===== src/verilog/pcl_regs.svh =====
// pcl_regs.svh: offsets, field positions, reset values and counts for the program counter block
// assumes: included by its bare name from the package and the design modules
`ifndef PCL_REGS_SVH
`define PCL_REGS_SVH
// =====================================================
// register word indices (byte address = index * 4)
`define PCL_IDX_FLAGS_SAV 12'hfe4
`define PCL_IDX_WORK_SAV 12'hfe5
`define PCL_IDX_BANK_SAV 12'hfe6
`define PCL_IDX_PCHL_SAV 12'hfe7
`define PCL_IDX_PTR0L_SAV 12'hfe8
`define PCL_IDX_PTR0H_SAV 12'hfe9
`define PCL_IDX_PTR1L_SAV 12'hfea
`define PCL_IDX_PTR1H_SAV 12'hfeb
`define PCL_IDX_STK_PTR 12'hfed
`define PCL_IDX_TOS_LOW 12'hfee
`define PCL_IDX_TOS_HIGH 12'hfef
`define PCL_IDX_PC_LOW 12'hff0
`define PCL_IDX_PC_HIGH_LATCH 12'hff1
`define PCL_IDX_WORK 12'hff2
`define PCL_IDX_OP 12'hff3
`define PCL_IDX_PC_FULL 12'hff4
// =====================================================
// field widths and positions
`define PCL_PC_W 15
`define PCL_LOW_W 8
`define PCL_HIGH_W 7
`define PCL_CALL_LOW_W 11
`define PCL_CALL_HI_MSB 6
`define PCL_CALL_HI_LSB 3
`define PCL_STK_DEPTH 16
`define PCL_STK_PTR_W 5
`define PCL_SAVE_COUNT 8
// =====================================================
// reset values
`define PCL_PC_RESET 15'h0000
`define PCL_STK_PTR_RESET 5'h1f
`define PCL_BYTE_RESET 8'h00
`endif


===== src/verilog/pcl_pkg.sv =====
// pcl_pkg.sv: types shared by the program counter block
// assumes: pcl_regs.svh is on the include path
`include "pcl_regs.svh"
package pcl_pkg;
  // =====================================================
  // instruction actions on the counter
  typedef enum logic [2:0] {
    PCL_OP_NONE, PCL_OP_FETCH, PCL_OP_WRITE_LOW, PCL_OP_CALL, PCL_OP_CALL_COMPUTED,
    PCL_OP_BRANCH_REG, PCL_OP_BRANCH_IMM, PCL_OP_RETURN
  } pcl_op_t;
  typedef struct packed {
    pcl_op_t op;
    logic [`PCL_CALL_LOW_W-1:0] operand;
  } pcl_cmd_t;
  typedef struct packed {
    logic [31:0] addr;
    logic write;
  } pcl_bus_req_t;
endpackage


===== src/verilog/pcl_stack_mem.sv =====
// pcl_stack_mem.sv: return stack storage, one write and one registered read port
// assumes: single clock, write and read addresses in range
`include "pcl_regs.svh"
module pcl_stack_mem
  import pcl_pkg::*;
#(
  parameter int DEPTH = `PCL_STK_DEPTH,
  parameter int WIDTH = `PCL_PC_W,
  parameter int AW = 4
) (
  input wire logic clk,
  input wire logic we,
  input wire logic [AW-1:0] waddr,
  input wire logic [WIDTH-1:0] wdata,
  input wire logic [AW-1:0] raddr,
  output logic [WIDTH-1:0] rdata
);
  logic [WIDTH-1:0] mem [DEPTH];
  logic [WIDTH-1:0] next_rdata;

  always_comb begin
    next_rdata = mem[raddr];
    // a push and a read of the same slot in one cycle hand the pushed word on
    if (we && waddr == raddr) begin
      next_rdata = wdata;
    end
  end

  // storage is not reset; contents are undefined until pushed
  always_ff @(posedge clk) begin
    if (we) begin
      mem[waddr] <= wdata;
    end
    rdata <= next_rdata;
  end
endmodule


===== src/verilog/pcl_save_regs.sv =====
// pcl_save_regs.sv: eight byte-wide saved-context copies, software read/write
// assumes: caller gives a read slot, a write slot and a write strobe
`include "pcl_regs.svh"
module pcl_save_regs
  import pcl_pkg::*;
(
  input wire logic clk,
  input wire logic rst,
  input wire logic we,
  input wire logic [2:0] idx,
  input wire logic [2:0] widx,
  input wire logic [7:0] wdata,
  output logic [7:0] rdata
);
  logic [7:0] save [`PCL_SAVE_COUNT];
  logic [7:0] next_save [`PCL_SAVE_COUNT];
  logic [7:0] next_rdata;

  always_comb begin
    next_save = save;
    if (we) begin
      next_save[widx] = wdata;
    end
    next_rdata = save[idx];
    // a read looked up while that slot is written sees the new byte
    if (we && widx == idx) begin
      next_rdata = wdata;
    end
  end

  always_ff @(posedge clk or posedge rst) begin
    if (rst) begin
      for (int i = 0; i < `PCL_SAVE_COUNT; i++) begin
        save[i] <= `PCL_BYTE_RESET;
      end
      rdata <= `PCL_BYTE_RESET;
    end else begin
      save <= next_save;
      rdata <= next_rdata;
    end
  end
endmodule


===== src/verilog/pcl_core.sv =====
// pcl_core.sv: program counter with low-byte register, high latch, return stack and
// saved-context registers, reached over an AHB-Lite slave
// assumes: one clock, core drives one instruction command per cycle on CMD
`include "pcl_regs.svh"
module pcl_core
  import pcl_pkg::*;
(
  input wire logic REF_CLK,
  input wire logic SYS_RST,
  input wire pcl_cmd_t CMD,
  input wire logic [7:0] CMD_LOW_DATA,
  input wire logic [7:0] CMD_IMM_OFFSET,
  input wire logic HSEL,
  input wire logic [31:0] HADDR,
  input wire logic [1:0] HTRANS,
  input wire logic HWRITE,
  input wire logic [2:0] HSIZE,
  input wire logic [31:0] HWDATA,
  input wire logic HREADY,
  output logic [31:0] HRDATA,
  output logic HREADYOUT,
  output logic HRESP,
  output logic [`PCL_PC_W-1:0] PC_OUT,
  output logic STACK_OVERFLOW,
  output logic STACK_UNDERFLOW
);
  localparam logic [1:0] HTRANS_NONSEQ = 2'h2;
  localparam int SAW = 4;

  // =====================================================
  // state
  logic [`PCL_PC_W-1:0] pc, next_pc;
  logic [`PCL_HIGH_W-1:0] pch_latch, next_pch_latch;
  logic [7:0] work, next_work;
  logic [`PCL_STK_PTR_W-1:0] stk_ptr, next_stk_ptr;
  logic ovf, next_ovf, unf, next_unf;
  logic [31:0] rdata, next_rdata;
  pcl_bus_req_t req, next_req;
  logic req_valid, next_req_valid;
  logic read_pending, next_read_pending;

  logic stk_we;
  logic [SAW-1:0] stk_waddr;
  logic [`PCL_PC_W-1:0] stk_wdata;
  logic [`PCL_PC_W-1:0] tos;
  logic save_we;
  logic [2:0] save_widx;
  logic [2:0] save_ridx;
  logic [7:0] save_rdata;

  // =====================================================
  // helpers
  function automatic logic [11:0] word_index(input logic [31:0] a);
    return a[13:2];
  endfunction

  function automatic logic [`PCL_PC_W-1:0] join_pc(input logic [`PCL_HIGH_W-1:0] hi,
                                                   input logic [7:0] lo);
    return {hi, lo};
  endfunction

  function automatic logic [`PCL_PC_W-1:0] pc_add(input logic [`PCL_PC_W-1:0] a,
                                                  input logic [`PCL_PC_W-1:0] b);
    return `PCL_PC_W'(a + b);
  endfunction

  function automatic logic in_save(input logic [11:0] i);
    return i >= `PCL_IDX_FLAGS_SAV && i <= `PCL_IDX_PTR1H_SAV;
  endfunction

  function automatic logic [2:0] save_slot(input logic [11:0] i);
    return 3'(i - `PCL_IDX_FLAGS_SAV);
  endfunction

  // =====================================================
  // bus slave: address phase captured, data phase acted on next cycle
  logic [11:0] idx;
  logic bus_wr, bus_rd;
  logic [7:0] wbyte;
  logic wr_low, wr_latch;

  always_comb begin
    next_req = req;
    next_req_valid = 1'b0;
    if (HSEL && HREADY && HTRANS == HTRANS_NONSEQ) begin
      next_req.addr = HADDR;
      next_req.write = HWRITE;
      next_req_valid = 1'b1;
    end
    idx = word_index(req.addr);
    bus_wr = req_valid && req.write;
    bus_rd = req_valid && !req.write;
    wbyte = HWDATA[7:0];
    wr_low = bus_wr && idx == `PCL_IDX_PC_LOW;
    wr_latch = bus_wr && idx == `PCL_IDX_PC_HIGH_LATCH;
    save_we = bus_wr && in_save(idx);
    // writes land in the data phase, reads are looked up in the address phase;
    // separate slots keep a read right behind a save write on its own word
    save_widx = save_slot(idx);
    save_ridx = save_slot(word_index(next_req.addr));
    next_read_pending = next_req_valid && !HWRITE;
  end

  // =====================================================
  // counter, latch, accumulator and stack pointer
  always_comb begin
    next_pc = pc;
    next_pch_latch = pch_latch;
    next_work = work;
    next_stk_ptr = stk_ptr;
    next_ovf = ovf;
    next_unf = unf;
    stk_we = 1'b0;
    stk_waddr = stk_ptr[SAW-1:0];
    stk_wdata = pc;
    if (wr_latch) begin
      next_pch_latch = wbyte[`PCL_HIGH_W-1:0];
    end
    if (bus_wr && idx == `PCL_IDX_WORK) begin
      next_work = wbyte;
    end
    if (bus_wr && idx == `PCL_IDX_STK_PTR) begin
      next_stk_ptr = wbyte[`PCL_STK_PTR_W-1:0];
    end
    if (bus_wr && idx == `PCL_IDX_TOS_LOW) begin
      stk_we = 1'b1;
      stk_wdata = {tos[`PCL_PC_W-1:8], wbyte};
    end
    if (bus_wr && idx == `PCL_IDX_TOS_HIGH) begin
      stk_we = 1'b1;
      stk_wdata = {wbyte[`PCL_HIGH_W-1:0], tos[7:0]};
    end
    if (wr_low) begin
      // upper bits only ever from the latch
      next_pc = join_pc(pch_latch, wbyte);
    end else begin
      unique case (CMD.op)
        PCL_OP_NONE: begin
        end
        PCL_OP_FETCH: begin
          next_pc = pc_add(pc, `PCL_PC_W'(1));
        end
        PCL_OP_WRITE_LOW: begin
          next_pc = join_pc(pch_latch, CMD_LOW_DATA);
        end
        PCL_OP_CALL, PCL_OP_CALL_COMPUTED: begin
          // push the return address, then jump; past sixteen levels the oldest
          // slot is overwritten and only the sticky flag tells
          next_stk_ptr = `PCL_STK_PTR_W'(stk_ptr + 1'b1);
          if (stk_ptr == `PCL_STK_PTR_W'(`PCL_STK_DEPTH - 1)) begin
            next_ovf = 1'b1;
          end
          stk_we = 1'b1;
          stk_waddr = next_stk_ptr[SAW-1:0];
          stk_wdata = pc_add(pc, `PCL_PC_W'(1));
          if (CMD.op == PCL_OP_CALL) begin
            next_pc = {pch_latch[`PCL_CALL_HI_MSB:`PCL_CALL_HI_LSB], CMD.operand};
          end else begin
            next_pc = join_pc(pch_latch, work);
          end
        end
        PCL_OP_BRANCH_REG: begin
          next_pc = pc_add(pc_add(pc, `PCL_PC_W'(1)), {7'h00, work});
        end
        PCL_OP_BRANCH_IMM: begin
          next_pc = pc_add(pc_add(pc, `PCL_PC_W'(1)), {{7{CMD_IMM_OFFSET[7]}}, CMD_IMM_OFFSET});
        end
        PCL_OP_RETURN: begin
          // tos already follows the pointer, so the pop needs no extra cycle
          next_pc = tos;
          if (stk_ptr == `PCL_STK_PTR_RESET) begin
            next_unf = 1'b1;
          end
          next_stk_ptr = `PCL_STK_PTR_W'(stk_ptr - 1'b1);
        end
      endcase
    end
  end

  // =====================================================
  // read data, assembled in the data phase
  always_comb begin
    next_rdata = 32'h0000_0000;
    if (read_pending) begin
      unique case (idx)
        `PCL_IDX_PC_LOW: next_rdata = {24'h000000, pc[7:0]};
        `PCL_IDX_PC_HIGH_LATCH: next_rdata = {25'h0000000, pch_latch};
        `PCL_IDX_WORK: next_rdata = {24'h000000, work};
        `PCL_IDX_STK_PTR: next_rdata = {27'h0000000, stk_ptr};
        `PCL_IDX_TOS_LOW: next_rdata = {24'h000000, tos[7:0]};
        `PCL_IDX_TOS_HIGH: next_rdata = {25'h0000000, tos[`PCL_PC_W-1:8]};
        `PCL_IDX_PC_FULL: next_rdata = {17'h00000, pc};
        default: begin
          if (in_save(idx)) begin
            next_rdata = {24'h000000, save_rdata};
          end
        end
      endcase
    end
  end

  // =====================================================
  // registers
  always_ff @(posedge REF_CLK or posedge SYS_RST) begin
    if (SYS_RST) begin
      pc <= `PCL_PC_RESET;
      pch_latch <= 7'h00;
      work <= `PCL_BYTE_RESET;
      stk_ptr <= `PCL_STK_PTR_RESET;
      ovf <= 1'b0;
      unf <= 1'b0;
      req <= '0;
      req_valid <= 1'b0;
      read_pending <= 1'b0;
      rdata <= 32'h0000_0000;
    end else begin
      pc <= next_pc;
      pch_latch <= next_pch_latch;
      work <= next_work;
      stk_ptr <= next_stk_ptr;
      ovf <= next_ovf;
      unf <= next_unf;
      req <= next_req;
      req_valid <= next_req_valid;
      read_pending <= next_read_pending;
      rdata <= next_rdata;
    end
  end

  // outputs straight from flops
  always_ff @(posedge REF_CLK or posedge SYS_RST) begin
    if (SYS_RST) begin
      HRDATA <= 32'h0000_0000;
      HREADYOUT <= 1'b1;
      HRESP <= 1'b0;
      PC_OUT <= `PCL_PC_RESET;
      STACK_OVERFLOW <= 1'b0;
      STACK_UNDERFLOW <= 1'b0;
    end else begin
      // a read waits one extra cycle so save-register and stack data can settle
      HREADYOUT <= !(next_read_pending);
      HRDATA <= next_rdata;
      HRESP <= 1'b0;
      PC_OUT <= next_pc;
      STACK_OVERFLOW <= next_ovf;
      STACK_UNDERFLOW <= next_unf;
    end
  end

  // =====================================================
  // storage
  pcl_stack_mem #(
    .DEPTH(`PCL_STK_DEPTH),
    .WIDTH(`PCL_PC_W),
    .AW(SAW)
  ) u_stack (
    .clk(REF_CLK),
    .we(stk_we),
    .waddr(stk_waddr),
    .wdata(stk_wdata),
    .raddr(next_stk_ptr[SAW-1:0]),
    .rdata(tos)
  );

  pcl_save_regs u_save (
    .clk(REF_CLK),
    .rst(SYS_RST),
    .we(save_we),
    .idx(save_ridx),
    .widx(save_widx),
    .wdata(wbyte),
    .rdata(save_rdata)
  );
endmodule


===== config.mk =====
export PLATFORM = sky130hd
export DESIGN_NAME = pcl_core
export DESIGN_NICKNAME = d
export VERILOG_FILES = /design/src/verilog/pcl_pkg.sv /design/src/verilog/pcl_stack_mem.sv /design/src/verilog/pcl_save_regs.sv /design/src/verilog/pcl_core.sv
export VERILOG_INCLUDE_DIRS = /design/src /design/src/verilog
export SDC_FILE = /design/constraint.sdc
export NUM_CORES = 1
export LEC_CHECK = 0
export ABC_CLOCK_PERIOD_IN_PS = 4400
export BUFFER_PORTS_ARGS = -buffer_cell sky130_fd_sc_hd__buf_2
export CAP_MARGIN = 20
export CORE_AREA = 3 3 206 208
export DETAILED_ROUTE_END_ITERATION = 8
export DIE_AREA = 0 0 209 211
export GPL_ROUTABILITY_DRIVEN = 0
export PLACE_DENSITY = 0.62
export SLEW_MARGIN = 20
export SYNTH_ARGS = -nofsm -noshare
export SYNTH_HDL_FRONTEND = slang
export SYNTH_SLANG_ARGS = --single-unit

===== constraint.sdc =====
create_clock -name REF_CLK -period 4.4 [get_ports REF_CLK]
set_input_delay 0.22 -clock REF_CLK [delete_from_list [all_inputs] [get_ports REF_CLK]]
set_output_delay 0.22 -clock REF_CLK [all_outputs]
set_load 0.005 [all_outputs]

* After elaboration in Yosys (flattened, before gate mapping) *
Memories as Yosys holds them, arrays and structs flattened. A register that Yosys moved wholly into a read port is not among the register bits.
Cells that the tools add are included.

word-level totals
  register bits after elaboration = 159
  memories = 1
  RAM bits = 240
  output and inout bits = 51
  latch bits = 0
  logic and storage cells = 106
  input port bits = 104
  ROM bits = 0

cells by class
  muxes and demuxes = 30
  div/mod/pow operators = 0
  magnitude comparators = 5
  shift operators = 0
  reductions and logical operators = 20
  bitwise operators = 3
  add/subtract/negate cells = 7
  equal/unequal tests = 18
  $mul = 0

memories
  name         depth  bits a word  read ports  clocked after Yosys merged registers in  wr ports  line                 RTL
  u_stack.mem  16     15           1           1                                        1         pcl_stack_mem.sv:18  logic [WIDTH-1:0] mem [DEPTH];

operators with widths
  cell                                            number
  2-to-1 mux 15 bit                               7
  one-hot mux 15 bit (7 select lines)             1
  one-hot mux 15 bit (6 select lines)             1
  == test 12 bit (second input constant)          7
  bitwise mux 64 bit                              1
  2-to-1 mux 8 bit                                5
  binary-select mux 8 bit (select 3 bit)          1
  demux 8 bit (select 3 bit)                      1
  adder 15 x 1 -> 15 bit (second input constant)  1
  adder 15 bit                                    1
  adder 15 x 8 -> 15 bit                          1
  logical AND 1 bit                               14
  == test 3 bit (second input constant)           4
  >= comparator 12 bit (second input constant)    1
  <= comparator 12 bit (second input constant)    1
  2-to-1 mux 11 bit                               1
  2-to-1 mux 5 bit                                2
  one-hot mux 5 bit (2 select lines)              1
  >= comparator 4 bit (second input constant)     2
  2-to-1 mux 4 bit                                2
  inverter 3 -> 4 bit                             2
  2-to-1 mux 1 bit                                7
  nonzero test 7 bit                              1
  == test 3 x 2 -> 1 bit (second input constant)  2
  other kinds (13)                                16

* Logic depth before layout (Yosys ltp) *
  word-level depth = 9
  depth in mapped cells = 17
  depth with buffers taken out = 16

* Cells and area by module *
Synthesis repeated with hierarchy kept, for this count alone.

second synthesis, totals
  cells, all modules = 1324
  area total of the unflattened synthesis = 18398.9 um^2

modules (own cells, without submodules)
  module         times used  cells an instance  sequential area each (um^2)  area each (um^2)
  pcl_stack_mem  1           395                7287.0                       9226.3
  pcl_core       1           737                1709.1                       5869.4
  pcl_save_regs  1           192                1801.7                       3303.2

* Worst setup path before layout *
OpenSTA, ideal clock, no wires.

  path type = register -> register
  start = register, netlist name PC_OUT[0]
  end = register PC_OUT[13]
  library setup time = 0.124 ns
  cell stages (with the launch flop) = 15
  data required time = 4.276 ns
  path slack = 1.420 ns
  data arrival time = 2.857 ns
  path through = dfrtp_1 ha_1 and2_1 nand2_1 xnor2_1 ha_1 o21ai_0 inv_1 a2111o_1 a31oi_4 maj3_1 o21ai_0 a21oi_1 xor2_1 o21ai_1

RTL lines
  item                    line             RTL
  end signal: assignment  pcl_core.sv:236  PC_OUT <= `PCL_PC_RESET;
  end signal: assignment  pcl_core.sv:244  PC_OUT <= next_pc;
  end: declaration        pcl_core.sv:23   output logic [`PCL_PC_W-1:0] PC_OUT,

==> results_dict.tcl <==
set metrics [dict create \
    outcome "finished clean" \
    cts_root_buffer "sky130_fd_sc_hd__clkbuf_16" \
    post_drt_via_cell_ratio 5.92 \
    peakVddDrop_mv 0.276 \
    synthDominantAreaCellType "sky130_fd_sc_hd__edfxtp_1" \
    criticalPathCategory "reg -> reg" \
    power.combinational.fraction 0.249 \
    area.growth.synth_to_final_pct 13.6 \
    antenna-diode-count 0 \
    max_slew.worst_pin.slew_ns 1.04 \
    first_global_vias 11600 \
    grt_util_all_layers 0.217 \
    fin_ws_ns 0.612 \
    cp.required_ns 4.83 \
    post-place-ws_ns 0.732 \
    intPower_mw 7.31 \
    synthMuxAreaShare 0.160 \
    ys_async_sr_fraction 0.365 \
    grt_start_max_net_pins 109 \
    slowest_delay_ns 0.55 \
    placed_cells_incl_taps 1965 \
    cts_buffers 40 \
    synth_cells 1381 \
    critPathSlowestCell "sky130_fd_sc_hd__dfrtp_1" \
    final-max-slew-violation-count 0 \
    synth-simple-area-share 0.0967 \
    core_um2 40700 \
    postCtsSetupRepairBufs 0 \
    pwr_density_cell_nw_per_um2 510 \
    seq_area_frac_synth 0.588 \
    synth_compound_area_frac 0.0844 \
    max_cap_viol_count 0 \
    synth_fa_ha_area_frac 0.0132 \
    final.setup.tns_ns 0 \
    drt_wl_total_um 48200 \
    layout.filler_cells 3464 \
    finalNetCount 1608 \
    critical_path.max_fanout 9 \
    critical_path.n_buffers_inverters 1 \
    drive_above_1_share 0.256 \
    clkSinkCount 384 \
    drc_errors 0 \
    synthesis.area_per_instance_um2 13.3 \
    antenna_found_initial 1 \
    finalWorstPathRequiredPeriod_ns 3.79 \
    timing.critical_path.cells "ha_1, and2_1, nand2_1, xnor2_1, ha_1, o21ai_0, inv_1, a2111o_1, a31oi_4, maj3_1, o21ai_0, a21oi_1, xor2_1, o21ai_1" \
    multi_input_area_um2 6990 \
    share_seq_of_total_power 0.435 \
    horizontal_die_dimension_um 209 \
    rsz0062_at_grt "no" \
    drt_pass1_iterations 5 \
    dr.first_iter.drc_count 1323 \
    clkTransAtPathRegs_ns 0.06 \
    final_hold_viol_count 0 \
    ys_warn_count 0 \
    synth_top_family_by_area "multiplexers" \
    grt_remaining_overflow 0 \
    start_util 0.451 \
    synth_cell_types 83 \
    ys_ff_latch 384 \
    ys_top_cells_by_count "sky130_fd_sc_hd__edfxtp_1, sky130_fd_sc_hd__nand2_1, sky130_fd_sc_hd__dfrtp_1" \
    period_share 0.861 \
    regArea_um2 10800 \
    worst_hold_path_type "in -> reg" \
    pleak_nw 8.05 \
    dp_hpwl_um 31700 \
    die_area_um2 44100 \
    synth_xor_xnor_area_share 0.0196 \
    cts_max_level 2 \
    p_switching_mw 3.32 \
    final-setup-viol-count 0 \
    power.switching_fraction 0.312 \
    io-pin-count 155 \
    vias 12100 \
    clockPowerShare 0.316 \
    synthMostInstantiatedCell "sky130_fd_sc_hd__edfxtp_1" \
    floorplan.rows 74 \
    ant_nets 0 \
    layout.cells.non_filler 2047 \
    tritoncts "done" \
    ctsHoldBuffers 11 \
    category_of_the_worst_setup_path_launch_point "register" \
    fin_skew_ns 0.0256 \
    synthesis.area_um2 18400 \
    path_delay_family "compound AO/OA/AOI/OAI gates" \
    critical_path_arrival_ns 4.22 \
    clock.fmax_ghz 0.264 \
    max_clock_buf_depth 3 \
    synthTopCellsByArea "sky130_fd_sc_hd__edfxtp_1, sky130_fd_sc_hd__dfrtp_1, sky130_fd_sc_hd__mux4_2, sky130_fd_sc_hd__mux2_2, sky130_fd_sc_hd__nand2_1" \
    synth_top_area_frac 0.393 \
    avgRoutedWirePerCell_um 23.6 \
    worst_max_slew_margin_expressed_relative_to_the_limit 0.304 \
    setup.worst_path.end_class "register" \
    die_h_um 211 \
    synth_enable_flop_cells 240 \
    insertion_delay_ns 0.56 \
    cts_resized 0 \
    postSynth.topFlopCell "sky130_fd_sc_hd__edfxtp_1" \
    placement.io_buffers 89 \
    grt_first_pass_wirelength_um 73100 \
]
==> cell type report <==
class / instances / area share
flip-flops and latches: 384 / 0.518
clock inverters: 16 / 0.00702
repair buffers: 151 / 0.0468
inverters: 28 / 0.00534
multi-input cells: 881 / 0.335
well taps: 532 / 0.0319
clock buffers: 55 / 0.0556
==> power by group through the flow <==
stage,Combinational (mW),Sequential [mW],Clock [mW]
floorplan,1.89,4.44,0
global placement,2.57,4.68,0
detailed placement,2.61,4.69,0
CTS,2.62,4.62,3.43
global route,2.82,4.65,3.58
finish,2.65,4.62,3.36
==> flip-flops by register name, indices dropped and copies added, names as in the netlist, named ones only <==
signal and cells:
pch_latch 7, req 1, idx 12, req_valid 1
stk_ptr 5, PC_OUT 15, read_pending 1, STACK_UNDERFLOW 1
u_save.save 64, u_save.rdata 8, HREADYOUT 1, work 8
u_stack.mem 240, HRDATA 15, STACK_OVERFLOW 1
==> worst min-delay path: cells and delay by family <==
kind | cells | cell delay (ns)
buffers and inverters | 1 | 0.21
and+or+nand+nor | 1 | 0.09
AOI/OAI and AO/OA | 1 | 0.06
==> routing by layer <==
layer	vias to the layer above	wire (um)	track usage
met1	6135	21300	0.316
met3	96	2950	0.0346
met2	485	22700	0.344
li1	5397	-	-
met5	-	0	0
met4	0	1280	0.0570
==> through the flow <==
| stage | area (um^2) | util | hold WS (ns) | total power, mW |
|---|---|---|---|---|
| 2_1_floorplan | 18400 | - | 0.325 | 6.33 |
| 6_report | 20800 | 0.512 | 0.0755 | 10.6 |
| 3_5_place_dp | 19400 | 0.477 | 0.420 | 7.30 |
| 5_1_grt | 20800 | 0.512 | 0.0826 | 11.1 |
| 4_1_cts | 20800 | 0.512 | 0.0434 | 10.7 |
| 3_3_place_gp | 19400 | 0.477 | 0.416 | 7.25 |
==> logic make-up (layout without fill, tap and decap cells) <==
family	count (synthesis)	after routing
other cells	1	18
xor+xnor	37	37
buf+inv	133	250
flops	384	384
simple gates	386	386
mux	186	186
compound gates	235	235
fa+ha+maj	19	19
==> placed cells by master, fill, tap and decap left out, types with 11 or more instances in the layout <==
cell and instances:
sky130_fd_sc_hd__nor2_1 69, sky130_fd_sc_hd__mux4_1 14, sky130_fd_sc_hd__clkbuf_16 42, sky130_fd_sc_hd__and3_1 18, sky130_fd_sc_hd__mux4_2 60, sky130_fd_sc_hd__conb_1 18, sky130_fd_sc_hd__xor2_1 11, sky130_fd_sc_hd__nand2_1 186
sky130_fd_sc_hd__edfxtp_1 240, sky130_fd_sc_hd__a31oi_1 13, sky130_fd_sc_hd__nand3_1 34, sky130_fd_sc_hd__buf_2 89, sky130_fd_sc_hd__buf_4 48, sky130_fd_sc_hd__nor3_1 12, sky130_fd_sc_hd__mux2i_1 28, sky130_fd_sc_hd__dlygate4sd3_1 11
sky130_fd_sc_hd__dfrtp_1 134, sky130_fd_sc_hd__a21oi_1 60, sky130_fd_sc_hd__inv_1 24, sky130_fd_sc_hd__o21ai_0 49, sky130_fd_sc_hd__o211ai_1 17, sky130_fd_sc_hd__and2_1 17, sky130_fd_sc_hd__ha_1 17, sky130_fd_sc_hd__mux2_2 82
sky130_fd_sc_hd__xnor2_1 23, sky130_fd_sc_hd__a22oi_1 14
==> final timing paths <==
path / to / from / depth (start not counted) / slack, ns
max in group asynchronous: stk_ptr[4] / SYS_RST / 4 / 2.85
hold reg to reg: idx[9] / idx[9] / 2 / 0.47
hold / removal: PC_OUT[3] / HWDATA[3] / 3 / 0.08
min in group asynchronous: u_save.save[46] / SYS_RST / 3 / 0.46
setup reg to reg: PC_OUT[13] / PC_OUT[0] / 14 / 0.61
setup / recovery: PC_OUT[13] / PC_OUT[0] / 14 / 0.61
Note: power is estimated with default switching activity, not from simulation.
